$ cat src/hdl/lddc_pkg.sv
// Purpose: shared constants and types of the laser driver setting control
// Assumes: 200 MHz system clock
// Notes:   table selects address the nonvolatile write port
package lddc_pkg;
  localparam int unsigned DAC_W         = 8;
  localparam int unsigned DUTY_W        = 5;
  localparam int unsigned TEMP_W        = 7;
  localparam int unsigned BAND_W        = 5;
  // temperature code is in 1.5 C steps, four codes make one 6 C band
  localparam int unsigned BAND_SHIFT    = 2;
  localparam int unsigned TEMP_ENTRIES  = 128;
  localparam int unsigned BAND_ENTRIES  = 32;
  localparam int unsigned CLK_FREQ_HZ   = 200_000_000;
  localparam int unsigned DETECT_PERIOD_MS = 128;
  localparam int unsigned DETECT_CYC    = DETECT_PERIOD_MS * (CLK_FREQ_HZ / 1000);
  localparam int unsigned TIMER_W       = 25;

  localparam logic [1:0] HOST_MODE_SELF = 2'h0;
  localparam logic [1:0] HOST_MODE_ADJ  = 2'h1;
  localparam logic [1:0] HOST_MODE_NVM  = 2'h2;

  localparam logic [1:0] TAB_MOD  = 2'h0;
  localparam logic [1:0] TAB_BIAS = 2'h1;
  localparam logic [1:0] TAB_DUTY = 2'h2;

  localparam logic [DAC_W-1:0]  DAC_RST  = 8'h00;
  localparam logic [DUTY_W-1:0] DUTY_RST = 5'h00;

  typedef enum logic [2:0] {
    MODE_SELF = 3'b001,
    MODE_ADJ  = 3'b010,
    MODE_NVM  = 3'b100
  } lddc_mode_e;

  typedef enum logic [3:0] {
    SEQ_WAIT   = 4'b0001,
    SEQ_DETECT = 4'b0010,
    SEQ_READ   = 4'b0100,
    SEQ_DRIVE  = 4'b1000
  } lddc_seq_e;
endpackage

$ cat src/hdl/lddc_seq_if.sv
// Purpose: strobes between the core and the self-running sequencer
// Assumes: single clock domain
// Notes:   run gates the sequencer, strobes are one-cycle pulses
`timescale 1ns/1ps
`default_nettype none
interface lddc_seq_if;
  logic run;
  logic temp_load;
  logic table_read;
  logic apply;
  modport seq  (input run, output temp_load, output table_read, output apply);
  modport core (output run, input temp_load, input table_read, input apply);
endinterface
`default_nettype wire

$ cat src/hdl/lddc_seq.sv
// Purpose: oscillator-timed detect, read and drive sequence
// Assumes: run is high only in self-running mode
// Notes:   first detection follows reset without waiting a period
`timescale 1ns/1ps
`default_nettype none
module lddc_seq
  import lddc_pkg::*;
#(
  parameter int unsigned PERIOD_CYCLES = lddc_pkg::DETECT_CYC
)(
  // clock and reset
  input  wire logic  sys_clk_i,
  input  wire logic  reset_n_i,
  // strobes to the core
  lddc_seq_if.seq    sq
);
  import lddc_pkg::*;

  localparam logic [TIMER_W-1:0] PERIOD_LAST = TIMER_W'(PERIOD_CYCLES - 1);

  lddc_seq_e          state_q, state_d;
  logic [TIMER_W-1:0] timer_q, timer_d;
  logic               due;

  assign due = (timer_q == '0);

  always_comb
  begin
    state_d = state_q;
    timer_d = timer_q;
    if (timer_q != '0)
    begin
      timer_d = timer_q - 1'b1;
    end
    unique case (state_q)
      SEQ_WAIT:
      begin
        if (sq.run && due)
        begin
          state_d = SEQ_DETECT;
          timer_d = PERIOD_LAST;
        end
      end
      SEQ_DETECT: state_d = SEQ_READ;
      SEQ_READ:   state_d = SEQ_DRIVE;
      SEQ_DRIVE:  state_d = SEQ_WAIT;
      default:    state_d = SEQ_WAIT;
    endcase
  end

  always_ff @(posedge sys_clk_i)
  begin
    if (!reset_n_i)
    begin
      state_q <= SEQ_WAIT;
      timer_q <= '0;
    end
    else
    begin
      state_q <= state_d;
      timer_q <= timer_d;
    end
  end

  // sequence steps: detect, read table, drive currents
  assign sq.temp_load  = (state_q == SEQ_DETECT);
  assign sq.table_read = (state_q == SEQ_READ);
  assign sq.apply      = (state_q == SEQ_DRIVE) && sq.run;
endmodule
`default_nettype wire

$ cat src/hdl/lddc_top.sv
// Purpose: setting control of a laser diode driver
// Assumes: host mode and settings come from serial logic on sys_clk_i
// Notes:   pins pass two flip-flops before use
`timescale 1ns/1ps
`default_nettype none
module lddc_top
  import lddc_pkg::*;
#(
  parameter int unsigned PERIOD_CYCLES = lddc_pkg::DETECT_CYC
)(
  // clock and reset
  input  wire logic                          sys_clk_i,
  input  wire logic                          reset_n_i,
  // host mode and adjustment settings
  input  wire logic [1:0]                    host_mode_i,
  input  wire logic [lddc_pkg::DAC_W-1:0]    adj_mod_code_i,
  input  wire logic [lddc_pkg::DAC_W-1:0]    adj_bias_code_i,
  input  wire logic [lddc_pkg::DUTY_W-1:0]   adj_duty_code_i,
  input  wire logic                          mod_dac_gain_sel_i,
  input  wire logic                          bias_dac_gain_sel_i,
  // nonvolatile table write port
  input  wire logic                          nvm_wr_i,
  input  wire logic [1:0]                    nvm_tab_i,
  input  wire logic [lddc_pkg::TEMP_W-1:0]   nvm_addr_i,
  input  wire logic [lddc_pkg::DAC_W-1:0]    nvm_wdata_i,
  // temperature converter
  input  wire logic [lddc_pkg::TEMP_W-1:0]   temp_code_i,
  // pins
  input  wire logic                          data_in_pos_i,
  input  wire logic                          retime_clk_pos_i,
  input  wire logic                          data_latch_sel_i,
  input  wire logic                          tx_disable_a_i,
  input  wire logic                          tx_disable_b_i,
  // driver controls
  output logic                               data_drive_o,
  output logic [lddc_pkg::DAC_W-1:0]         mod_current_dac_o,
  output logic [lddc_pkg::DAC_W-1:0]         bias_current_dac_o,
  output logic                               mod_gain_full_o,
  output logic                               bias_gain_full_o,
  output logic                               dac_shutdown_o,
  output logic [lddc_pkg::DUTY_W-1:0]        duty_code_o,
  output logic [2:0]                         mode_o,
  output logic [lddc_pkg::TEMP_W-1:0]        temp_code_o
);
  import lddc_pkg::*;

  localparam int unsigned NSYNC = 5;

  lddc_seq_if sq ();

  lddc_seq #(
    .PERIOD_CYCLES (PERIOD_CYCLES)
  ) u_seq (
    .sys_clk_i (sys_clk_i),
    .reset_n_i (reset_n_i),
    .sq        (sq)
  );

  // pin synchronisers
  logic [NSYNC-1:0] pin_raw;
  logic [NSYNC-1:0] pin_s1_q;
  logic [NSYNC-1:0] pin_s2_q;
  logic             clk_prev_q;

  // select strap is a pin as well, so it is synchronised with the rest
  assign pin_raw = {data_latch_sel_i, tx_disable_b_i, tx_disable_a_i,
                    retime_clk_pos_i, data_in_pos_i};

  for (genvar g = 0; g < NSYNC; g++)
  begin : g_sync
    always_ff @(posedge sys_clk_i)
    begin
      if (!reset_n_i)
      begin
        pin_s1_q[g] <= 1'b0;
        pin_s2_q[g] <= 1'b0;
      end
      else
      begin
        pin_s1_q[g] <= pin_raw[g];
        pin_s2_q[g] <= pin_s1_q[g];
      end
    end
  end

  // operating mode
  lddc_mode_e mode_q, mode_d;

  always_comb
  begin
    unique case (host_mode_i)
      HOST_MODE_ADJ: mode_d = MODE_ADJ;
      HOST_MODE_NVM: mode_d = MODE_NVM;
      default:       mode_d = MODE_SELF;
    endcase
  end

  assign sq.run = (mode_q == MODE_SELF);

  // nonvolatile tables
  logic [DAC_W-1:0]  mod_tab  [TEMP_ENTRIES];
  logic [DAC_W-1:0]  bias_tab [TEMP_ENTRIES];
  logic [DUTY_W-1:0] duty_temp_table [BAND_ENTRIES];
  logic              nvm_we;
  logic [BAND_W-1:0] nvm_band;

  assign nvm_we   = nvm_wr_i && (mode_q == MODE_NVM);
  assign nvm_band = nvm_addr_i[TEMP_W-1:BAND_SHIFT];

  always_ff @(posedge sys_clk_i)
  begin
    if (nvm_we && nvm_tab_i == TAB_MOD)
    begin
      mod_tab[nvm_addr_i] <= nvm_wdata_i;
    end
    if (nvm_we && nvm_tab_i == TAB_BIAS)
    begin
      bias_tab[nvm_addr_i] <= nvm_wdata_i;
    end
    if (nvm_we && nvm_tab_i == TAB_DUTY)
    begin
      duty_temp_table[nvm_band] <= nvm_wdata_i[DUTY_W-1:0];
    end
  end

  // temperature and table lookup
  logic [TEMP_W-1:0] temp_q, temp_d;
  logic [DAC_W-1:0]  mod_rd_q, mod_rd_d;
  logic [DAC_W-1:0]  bias_rd_q, bias_rd_d;
  logic [DUTY_W-1:0] duty_rd_q, duty_rd_d;

  always_comb
  begin
    temp_d    = temp_q;
    mod_rd_d  = mod_rd_q;
    bias_rd_d = bias_rd_q;
    duty_rd_d = duty_rd_q;
    if (sq.temp_load)
    begin
      temp_d = temp_code_i;
    end
    if (sq.table_read)
    begin
      mod_rd_d  = mod_tab[temp_q];
      bias_rd_d = bias_tab[temp_q];
      duty_rd_d = duty_temp_table[temp_q[TEMP_W-1:BAND_SHIFT]];
    end
  end

  // applied settings
  logic [DAC_W-1:0]  mod_q, mod_d;
  logic [DAC_W-1:0]  bias_q, bias_d;
  logic [DUTY_W-1:0] duty_q, duty_d;
  logic              mgain_q, mgain_d;
  logic              bgain_q, bgain_d;
  logic              shut_q, shut_d;
  logic [DAC_W-1:0]  mod_out_q, mod_out_d;
  logic [DAC_W-1:0]  bias_out_q, bias_out_d;

  always_comb
  begin
    mod_d   = mod_q;
    bias_d  = bias_q;
    duty_d  = duty_q;
    mgain_d = mod_dac_gain_sel_i;
    bgain_d = bias_dac_gain_sel_i;
    shut_d  = pin_s2_q[2] | pin_s2_q[3];
    if (mode_q == MODE_ADJ)
    begin
      mod_d  = adj_mod_code_i;
      bias_d = adj_bias_code_i;
      duty_d = adj_duty_code_i;
    end
    else if (sq.apply)
    begin
      mod_d  = mod_rd_q;
      bias_d = bias_rd_q;
      duty_d = duty_rd_q;
    end
    // gated codes registered so the outputs come from flip-flops
    mod_out_d  = shut_d ? DAC_RST : mod_d;
    bias_out_d = shut_d ? DAC_RST : bias_d;
  end

  // data path
  logic data_q, data_d;
  logic clk_rise;

  assign clk_rise = pin_s2_q[1] && !clk_prev_q;

  always_comb
  begin
    if (!pin_s2_q[4])
    begin
      data_d = pin_s2_q[0];
    end
    else if (clk_rise)
    begin
      data_d = pin_s2_q[0];
    end
    else
    begin
      data_d = data_q;
    end
  end

  always_ff @(posedge sys_clk_i)
  begin
    if (!reset_n_i)
    begin
      mode_q     <= MODE_SELF;
      temp_q     <= '0;
      mod_rd_q   <= DAC_RST;
      bias_rd_q  <= DAC_RST;
      duty_rd_q  <= DUTY_RST;
      mod_q      <= DAC_RST;
      bias_q     <= DAC_RST;
      duty_q     <= DUTY_RST;
      mgain_q    <= 1'b1;
      bgain_q    <= 1'b1;
      shut_q     <= 1'b1;
      mod_out_q  <= DAC_RST;
      bias_out_q <= DAC_RST;
      data_q     <= 1'b0;
      clk_prev_q <= 1'b0;
    end
    else
    begin
      mode_q     <= mode_d;
      temp_q     <= temp_d;
      mod_rd_q   <= mod_rd_d;
      bias_rd_q  <= bias_rd_d;
      duty_rd_q  <= duty_rd_d;
      mod_q      <= mod_d;
      bias_q     <= bias_d;
      duty_q     <= duty_d;
      mgain_q    <= mgain_d;
      bgain_q    <= bgain_d;
      shut_q     <= shut_d;
      mod_out_q  <= mod_out_d;
      bias_out_q <= bias_out_d;
      data_q     <= data_d;
      clk_prev_q <= pin_s2_q[1];
    end
  end

  // outputs, current DAC codes forced to zero during shutdown, duty code not gated
  assign data_drive_o       = data_q;
  assign mod_current_dac_o  = mod_out_q;
  assign bias_current_dac_o = bias_out_q;
  assign mod_gain_full_o    = mgain_q;
  assign bias_gain_full_o   = bgain_q;
  assign dac_shutdown_o     = shut_q;
  assign duty_code_o        = duty_q;
  assign mode_o             = mode_q;
  assign temp_code_o        = temp_q;
endmodule
`default_nettype wire

$ cat config.mk
export PLATFORM = sky130hd
export DESIGN_NAME = lddc_top
export DESIGN_NICKNAME = d
export VERILOG_FILES = /design/src/hdl/lddc_pkg.sv /design/src/hdl/lddc_seq_if.sv /design/src/hdl/lddc_seq.sv /design/src/hdl/lddc_top.sv
export SDC_FILE = /design/constraint.sdc
export NUM_CORES = 2
export LEC_CHECK = 0
export BUFFER_PORTS_ARGS = -buffer_cell sky130_fd_sc_hd__buf_2
export CAP_MARGIN = 5
export CORE_MARGIN = 2
export CORE_UTILIZATION = 45
export CTS_BUF_LIST = sky130_fd_sc_hd__clkbuf_16
export DETAILED_ROUTE_END_ITERATION = 8
export MAX_ROUTING_LAYER = met4
export PLACE_DENSITY = 0.56
export REMOVE_ABC_BUFFERS = 1
export SLEW_MARGIN = 30
export SYNTH_ARGS = -nofsm -noshare
export SYNTH_HDL_FRONTEND = slang
export SYNTH_SLANG_ARGS = --single-unit
$ cat constraint.sdc
create_clock -name sys_clk_i -period 8.3 [get_ports sys_clk_i]
set_clock_uncertainty 0.1 [all_clocks]
set_input_delay 2.49 -clock sys_clk_i [delete_from_list [all_inputs] [get_ports sys_clk_i]]
set_output_delay 2.49 -clock sys_clk_i [all_outputs]
set_load 0.01 [all_outputs]
==> results.rst <==
.. list-table::
   :header-rows: 1

   * - Metric
     - Value
   * - Status
     - completed
   * - Critical setup path kind
     - flip-flop to output pin
   * - Hold_sp
     - pin_s2_q[1]
   * - Distinct cells, synth
     - 60
   * - Top-count cell post-synth
     - sky130_fd_sc_hd__edfxtp_1
   * - Wire length after detailed routing
     - between 200,000 and 250,000 um
   * - Critical Path, Cell by Cell
     - buf_12 -> buf_2
   * - # H-tree levels
     - 4
   * - Instance count of the mapped netlist
     - 4,503
   * - Number of design-rule violations left by the first detailed-router iteration
     - 5,320
   * - Start of the worst register-to-register path
     - temp_code_o[0]
   * - Setup slack after placement
     - ~2500 ps
   * - First-pass GRT wire length
     - about 340,000 um
   * - Effective utilization at floorplan
     - 45.2%
   * - Cell with the largest stage delay on the worst path
     - sky130_fd_sc_hd__dfxtp_4
   * - Sequential-to-total area share from yosys stat
     - 76.3%
   * - Mean routed wirelength per cell
     - approximately 32 um
   * - Post-cts repair resize count
     - 0
   * - Antenna violations before repair
     - 12
   * - Placeable Area
     - 199,000 sq um
   * - Via Count
     - 44.8k
   * - Period minus WS final
     - 4970 ps
   * - Main combinational cell family by area after synthesis
     - multiplexers
   * - Maximum fanout along the worst path
     - 65
   * - Post-route DRC
     - 0
   * - Sort of element at the start of the critical path
     - flip-flop
   * - Hold buffer count at cts
     - 0
   * - Number of buffers created by CTS
     - roughly 230
   * - Unrepaired setup endpoints after global routing
     - false
   * - Post-synth top cells
     - 2,208 x sky130_fd_sc_hd__edfxtp_1, 483 x sky130_fd_sc_hd__mux4_2, 381 x sky130_fd_sc_hd__nor2_1
   * - Share of Yosys cell area claimed by the top area cell type
     - 73.8%
   * - Overall power of the completed layout
     - 23.6 mW
   * - Power per cell area
     - 235 nW/um^2
   * - Number of global-route vias before repair
     - 45.1k
   * - CP endpoint kind
     - output pin
   * - Maximum achievable frequency
     - 201 MHz
   * - LEAKAGE
     - 30.4 nW
   * - Share of synthesized cell area in and, or, nand and nor gates
     - 3.55%
   * - CTS tree
     - done
   * - Netlist Area Pre-Place
     - 89,900 sq um
   * - DIE WIDTH
     - 451 um
   * - Ports placed on the boundary
     - 92
   * - Number of buffers on the longest clock path
     - 3
   * - Overall track demand over capacity in global routing
     - around a quarter
   * - Number of filler cells placed in the layout
     - approximately 16k
   * - Top delay family on crit path
     - flip-flops
   * - Post-route fraction of the period consumed by the critical path
     - 59.9%
   * - Worst-case headroom to the max-slew limit
     - approximately 23%
   * - Crit path buffers/inverters
     - 2
   * - Dpl hpwl
     - 143,000 um
   * - Launching element of the worst setup path
     - temp_code_o[1]
   * - Remaining antenna violation count after routing
     - 0
   * - Prevailing post-synth register cell
     - sky130_fd_sc_hd__edfxtp_1
   * - Postcts setup bufs
     - 0
   * - Async set or reset register ratio after synthesis
     - 0%
   * - Core Rows
     - 164
   * - IO buf count
     - between 90 and 100
   * - XOR/XNOR share of the synthesized area
     - less than 1%
   * - Count of final setup violators
     - 0
   * - Data required time of the critical path
     - between 5000 and 6000 ps
   * - Arrival time at the worst endpoint
     - 2380 ps
   * - Die extent in y
     - approximately 450 um
   * - Via density per instance
     - 5.95
   * - Remaining global-route overflow
     - 0
   * - Fraction of final layout cells with drive strength greater than 1
     - 21.2%
   * - Hold WC Path Type
     - flip-flop to flip-flop
   * - Delay of the slowest critical-path stage
     - 680 ps
   * - Final Hold Vio Count
     - 0
   * - Final #Nets
     - around 4.7k
   * - Number of warnings issued by yosys
     - 0
   * - Clock latency on the worst-skew pair
     - 880 ps
   * - Adder and majority gate portion of the synthesized area
     - 0.0418%
   * - Routability Congestion
     - between 0.8 and 0.9
   * - Library cell with the largest summed area after synthesis
     - sky130_fd_sc_hd__edfxtp_1
   * - Multi-input logic area
     - 19,900 sq um
   * - Total number of clock tree sinks
     - 2,320
   * - Largest net degree at the start of global routing
     - 152
   * - Die ar.
     - 203,000 sq um
   * - Area occupied by registers
     - between 60,000 and 70,000 sq um
   * - Multiplexer share of the synthesized area
     - 14.9%
   * - Max VDD drop
     - 0.233 mV
   * - FF+latch count, synth
     - between 2k and 2.5k
   * - Final number of max-transition violations
     - 0
   * - Clock transition time at the flip-flop clock pins of the worst setup and hold paths
     - 60 ps
   * - Post-synth EDFFs
     - 2,208
   * - Actual slew at the worst max-slew pin
     - 1140 ps
   * - Area Growth Syn to Fin
     - 12.0%
   * - Count of maximum capacitance violations
     - 0
   * - Complex-gate fraction of the synthesized area
     - around 3.3%
   * - Synthesized area per cell
     - 20.0 sq um
   * - First-pass DRT Iterations
     - 6
   * - Post-route setup slack
     - 3330 ps
   * - Library cell used as clock root buffer
     - sky130_fd_sc_hd__clkbuf_16
   * - Cell types occupying the most area after synthesis
     - sky130_fd_sc_hd__edfxtp_1 74%, sky130_fd_sc_hd__mux4_2 12%, sky130_fd_sc_hd__mux2i_1 2.8%, sky130_fd_sc_hd__dfxtp_1 2.5%, sky130_fd_sc_hd__nor2_1 1.6%
-- sequential cells by signal, summed over array words and instances (netlist names), 7 cells and up --
signal and cells:
duty_temp_table 160, mod_rd_q 8, mod_tab 1024, mod_q 8, temp_code_o 7, mod_current_dac_o 8, bias_current_dac_o 8, u_seq.timer_q 25
bias_tab 1024, bias_rd_q 8, bias_q 8
-- power breakdown --
part | internal [mW] | switching (mW)
Clock | 5.68 | 4.45
Combinational | 0.179 | 0.445
Sequential | 12.9 | 0.0418
-- kinds of logic after synthesis --
logic type                 after synthesis
AOI/OAI and AO/OA                      440
xor gates and xnor gates                21
adders and majority gates                3
buffers and inverters                  277
DFF                                   2320
muxes                                  738
and+or+nand+nor                        704
-- layer usage --
layer | GRT usage, % | routed length (um) | vias to the layer above
met5 | - | 0 | -
met4 | 7.22 | 6890 | 0
met3 | 4.00 | 17400 | 333
met2 | 36.0 | 111000 | 1831
met1 | 33.6 | 102000 | 23800
li1 | - | - | 18800
-- tightest hold or removal path, stage by stage (launching register included) --
cell and delay, ps:
sky130_fd_sc_hd__dfxtp_1 290, sky130_fd_sc_hd__inv_1 60, sky130_fd_sc_hd__nor2_1 40
-- per-stage QoR --
| stage | hold slack, ps | TNS, ps | utilization [%] | std cells | instance area (sq um) |
|---|---|---|---|---|---|
| 2_1_floorplan | 310 | -266880 | - | 4235 | 88400 |
| 3_3_place_gp | 319 | 0 | 46.8 | 7078 | 93200 |
| 3_5_place_dp | 322 | 0 | 46.9 | 7081 | 93300 |
| 4_1_cts | 336 | 0 | 50.6 | 7516 | 101000 |
| 5_1_grt | 350 | 0 | 50.6 | 7520 | 101000 |
| 6_report | 334 | 0 | 50.6 | 7521 | 101000 |
-- placed cells by master, fill, tap and decap left out, types with 6 or more instances in the layout --
| cell type | n |
|---|---|
| sky130_fd_sc_hd__a21oi_1 | 93 |
| sky130_fd_sc_hd__o21ai_0 | 42 |
| sky130_fd_sc_hd__nand3b_1 | 9 |
| sky130_fd_sc_hd__or2_2 | 6 |
| sky130_fd_sc_hd__nand3_1 | 41 |
| sky130_fd_sc_hd__clkinv_2 | 37 |
| sky130_fd_sc_hd__and2_1 | 41 |
| sky130_fd_sc_hd__dfxtp_1 | 106 |
| sky130_fd_sc_hd__a22oi_1 | 113 |
| sky130_fd_sc_hd__inv_1 | 63 |
| sky130_fd_sc_hd__clkbuf_16 | 237 |
| sky130_fd_sc_hd__a211oi_1 | 20 |
| sky130_fd_sc_hd__nor2b_1 | 36 |
| sky130_fd_sc_hd__o2111ai_1 | 7 |
| sky130_fd_sc_hd__a2111oi_0 | 9 |
| sky130_fd_sc_hd__xnor2_1 | 13 |
| sky130_fd_sc_hd__buf_12 | 15 |
| sky130_fd_sc_hd__o22ai_1 | 46 |
| sky130_fd_sc_hd__buf_4 | 83 |
| sky130_fd_sc_hd__nor3_1 | 15 |
| sky130_fd_sc_hd__a221oi_1 | 19 |
| sky130_fd_sc_hd__mux2i_1 | 253 |
| sky130_fd_sc_hd__a31oi_1 | 21 |
| sky130_fd_sc_hd__nand2b_1 | 13 |
| sky130_fd_sc_hd__nand2_1 | 90 |
| sky130_fd_sc_hd__nor4_1 | 18 |
| sky130_fd_sc_hd__a32oi_1 | 8 |
| sky130_fd_sc_hd__o211ai_1 | 7 |
| sky130_fd_sc_hd__o221ai_1 | 14 |
| sky130_fd_sc_hd__xor2_1 | 8 |
| sky130_fd_sc_hd__o21ai_1 | 11 |
| sky130_fd_sc_hd__or3_1 | 7 |
| sky130_fd_sc_hd__edfxtp_1 | 2208 |
| sky130_fd_sc_hd__bufinv_16 | 17 |
| sky130_fd_sc_hd__buf_2 | 83 |
| sky130_fd_sc_hd__mux4_2 | 483 |
| sky130_fd_sc_hd__nand4_1 | 9 |
| sky130_fd_sc_hd__clkinv_1 | 68 |
| sky130_fd_sc_hd__nor2_1 | 379 |
-- final timing paths --
| check | cells after the start | slack [ps] | endpoint |
|---|---|---|---|
| worst min-delay path | 2 | 330 | clk_prev_q |
| worst max-delay path | 2 | 3330 | temp_code_o[1] |
| worst max register to register | 7 | 3700 | bias_rd_q[4] |
| worst min register to register | 2 | 330 | clk_prev_q |
-- area by class of cell --
| type | instances | area share [%] |
|---|---|---|
| Antenna cell | 5 | 0.0124 |
| Inverter | 9 | 0.0335 |
| Clock inverter | 198 | 1.41 |
| Tap cell | 2656 | 3.30 |
| Multi-Input combinational cell | 1906 | 19.8 |
| Sequential cell | 2320 | 68.1 |
| Timing Repair Buffer | 190 | 1.46 |
| Clock buffer | 237 | 5.89 |
(Power assumes the default switching activity.)
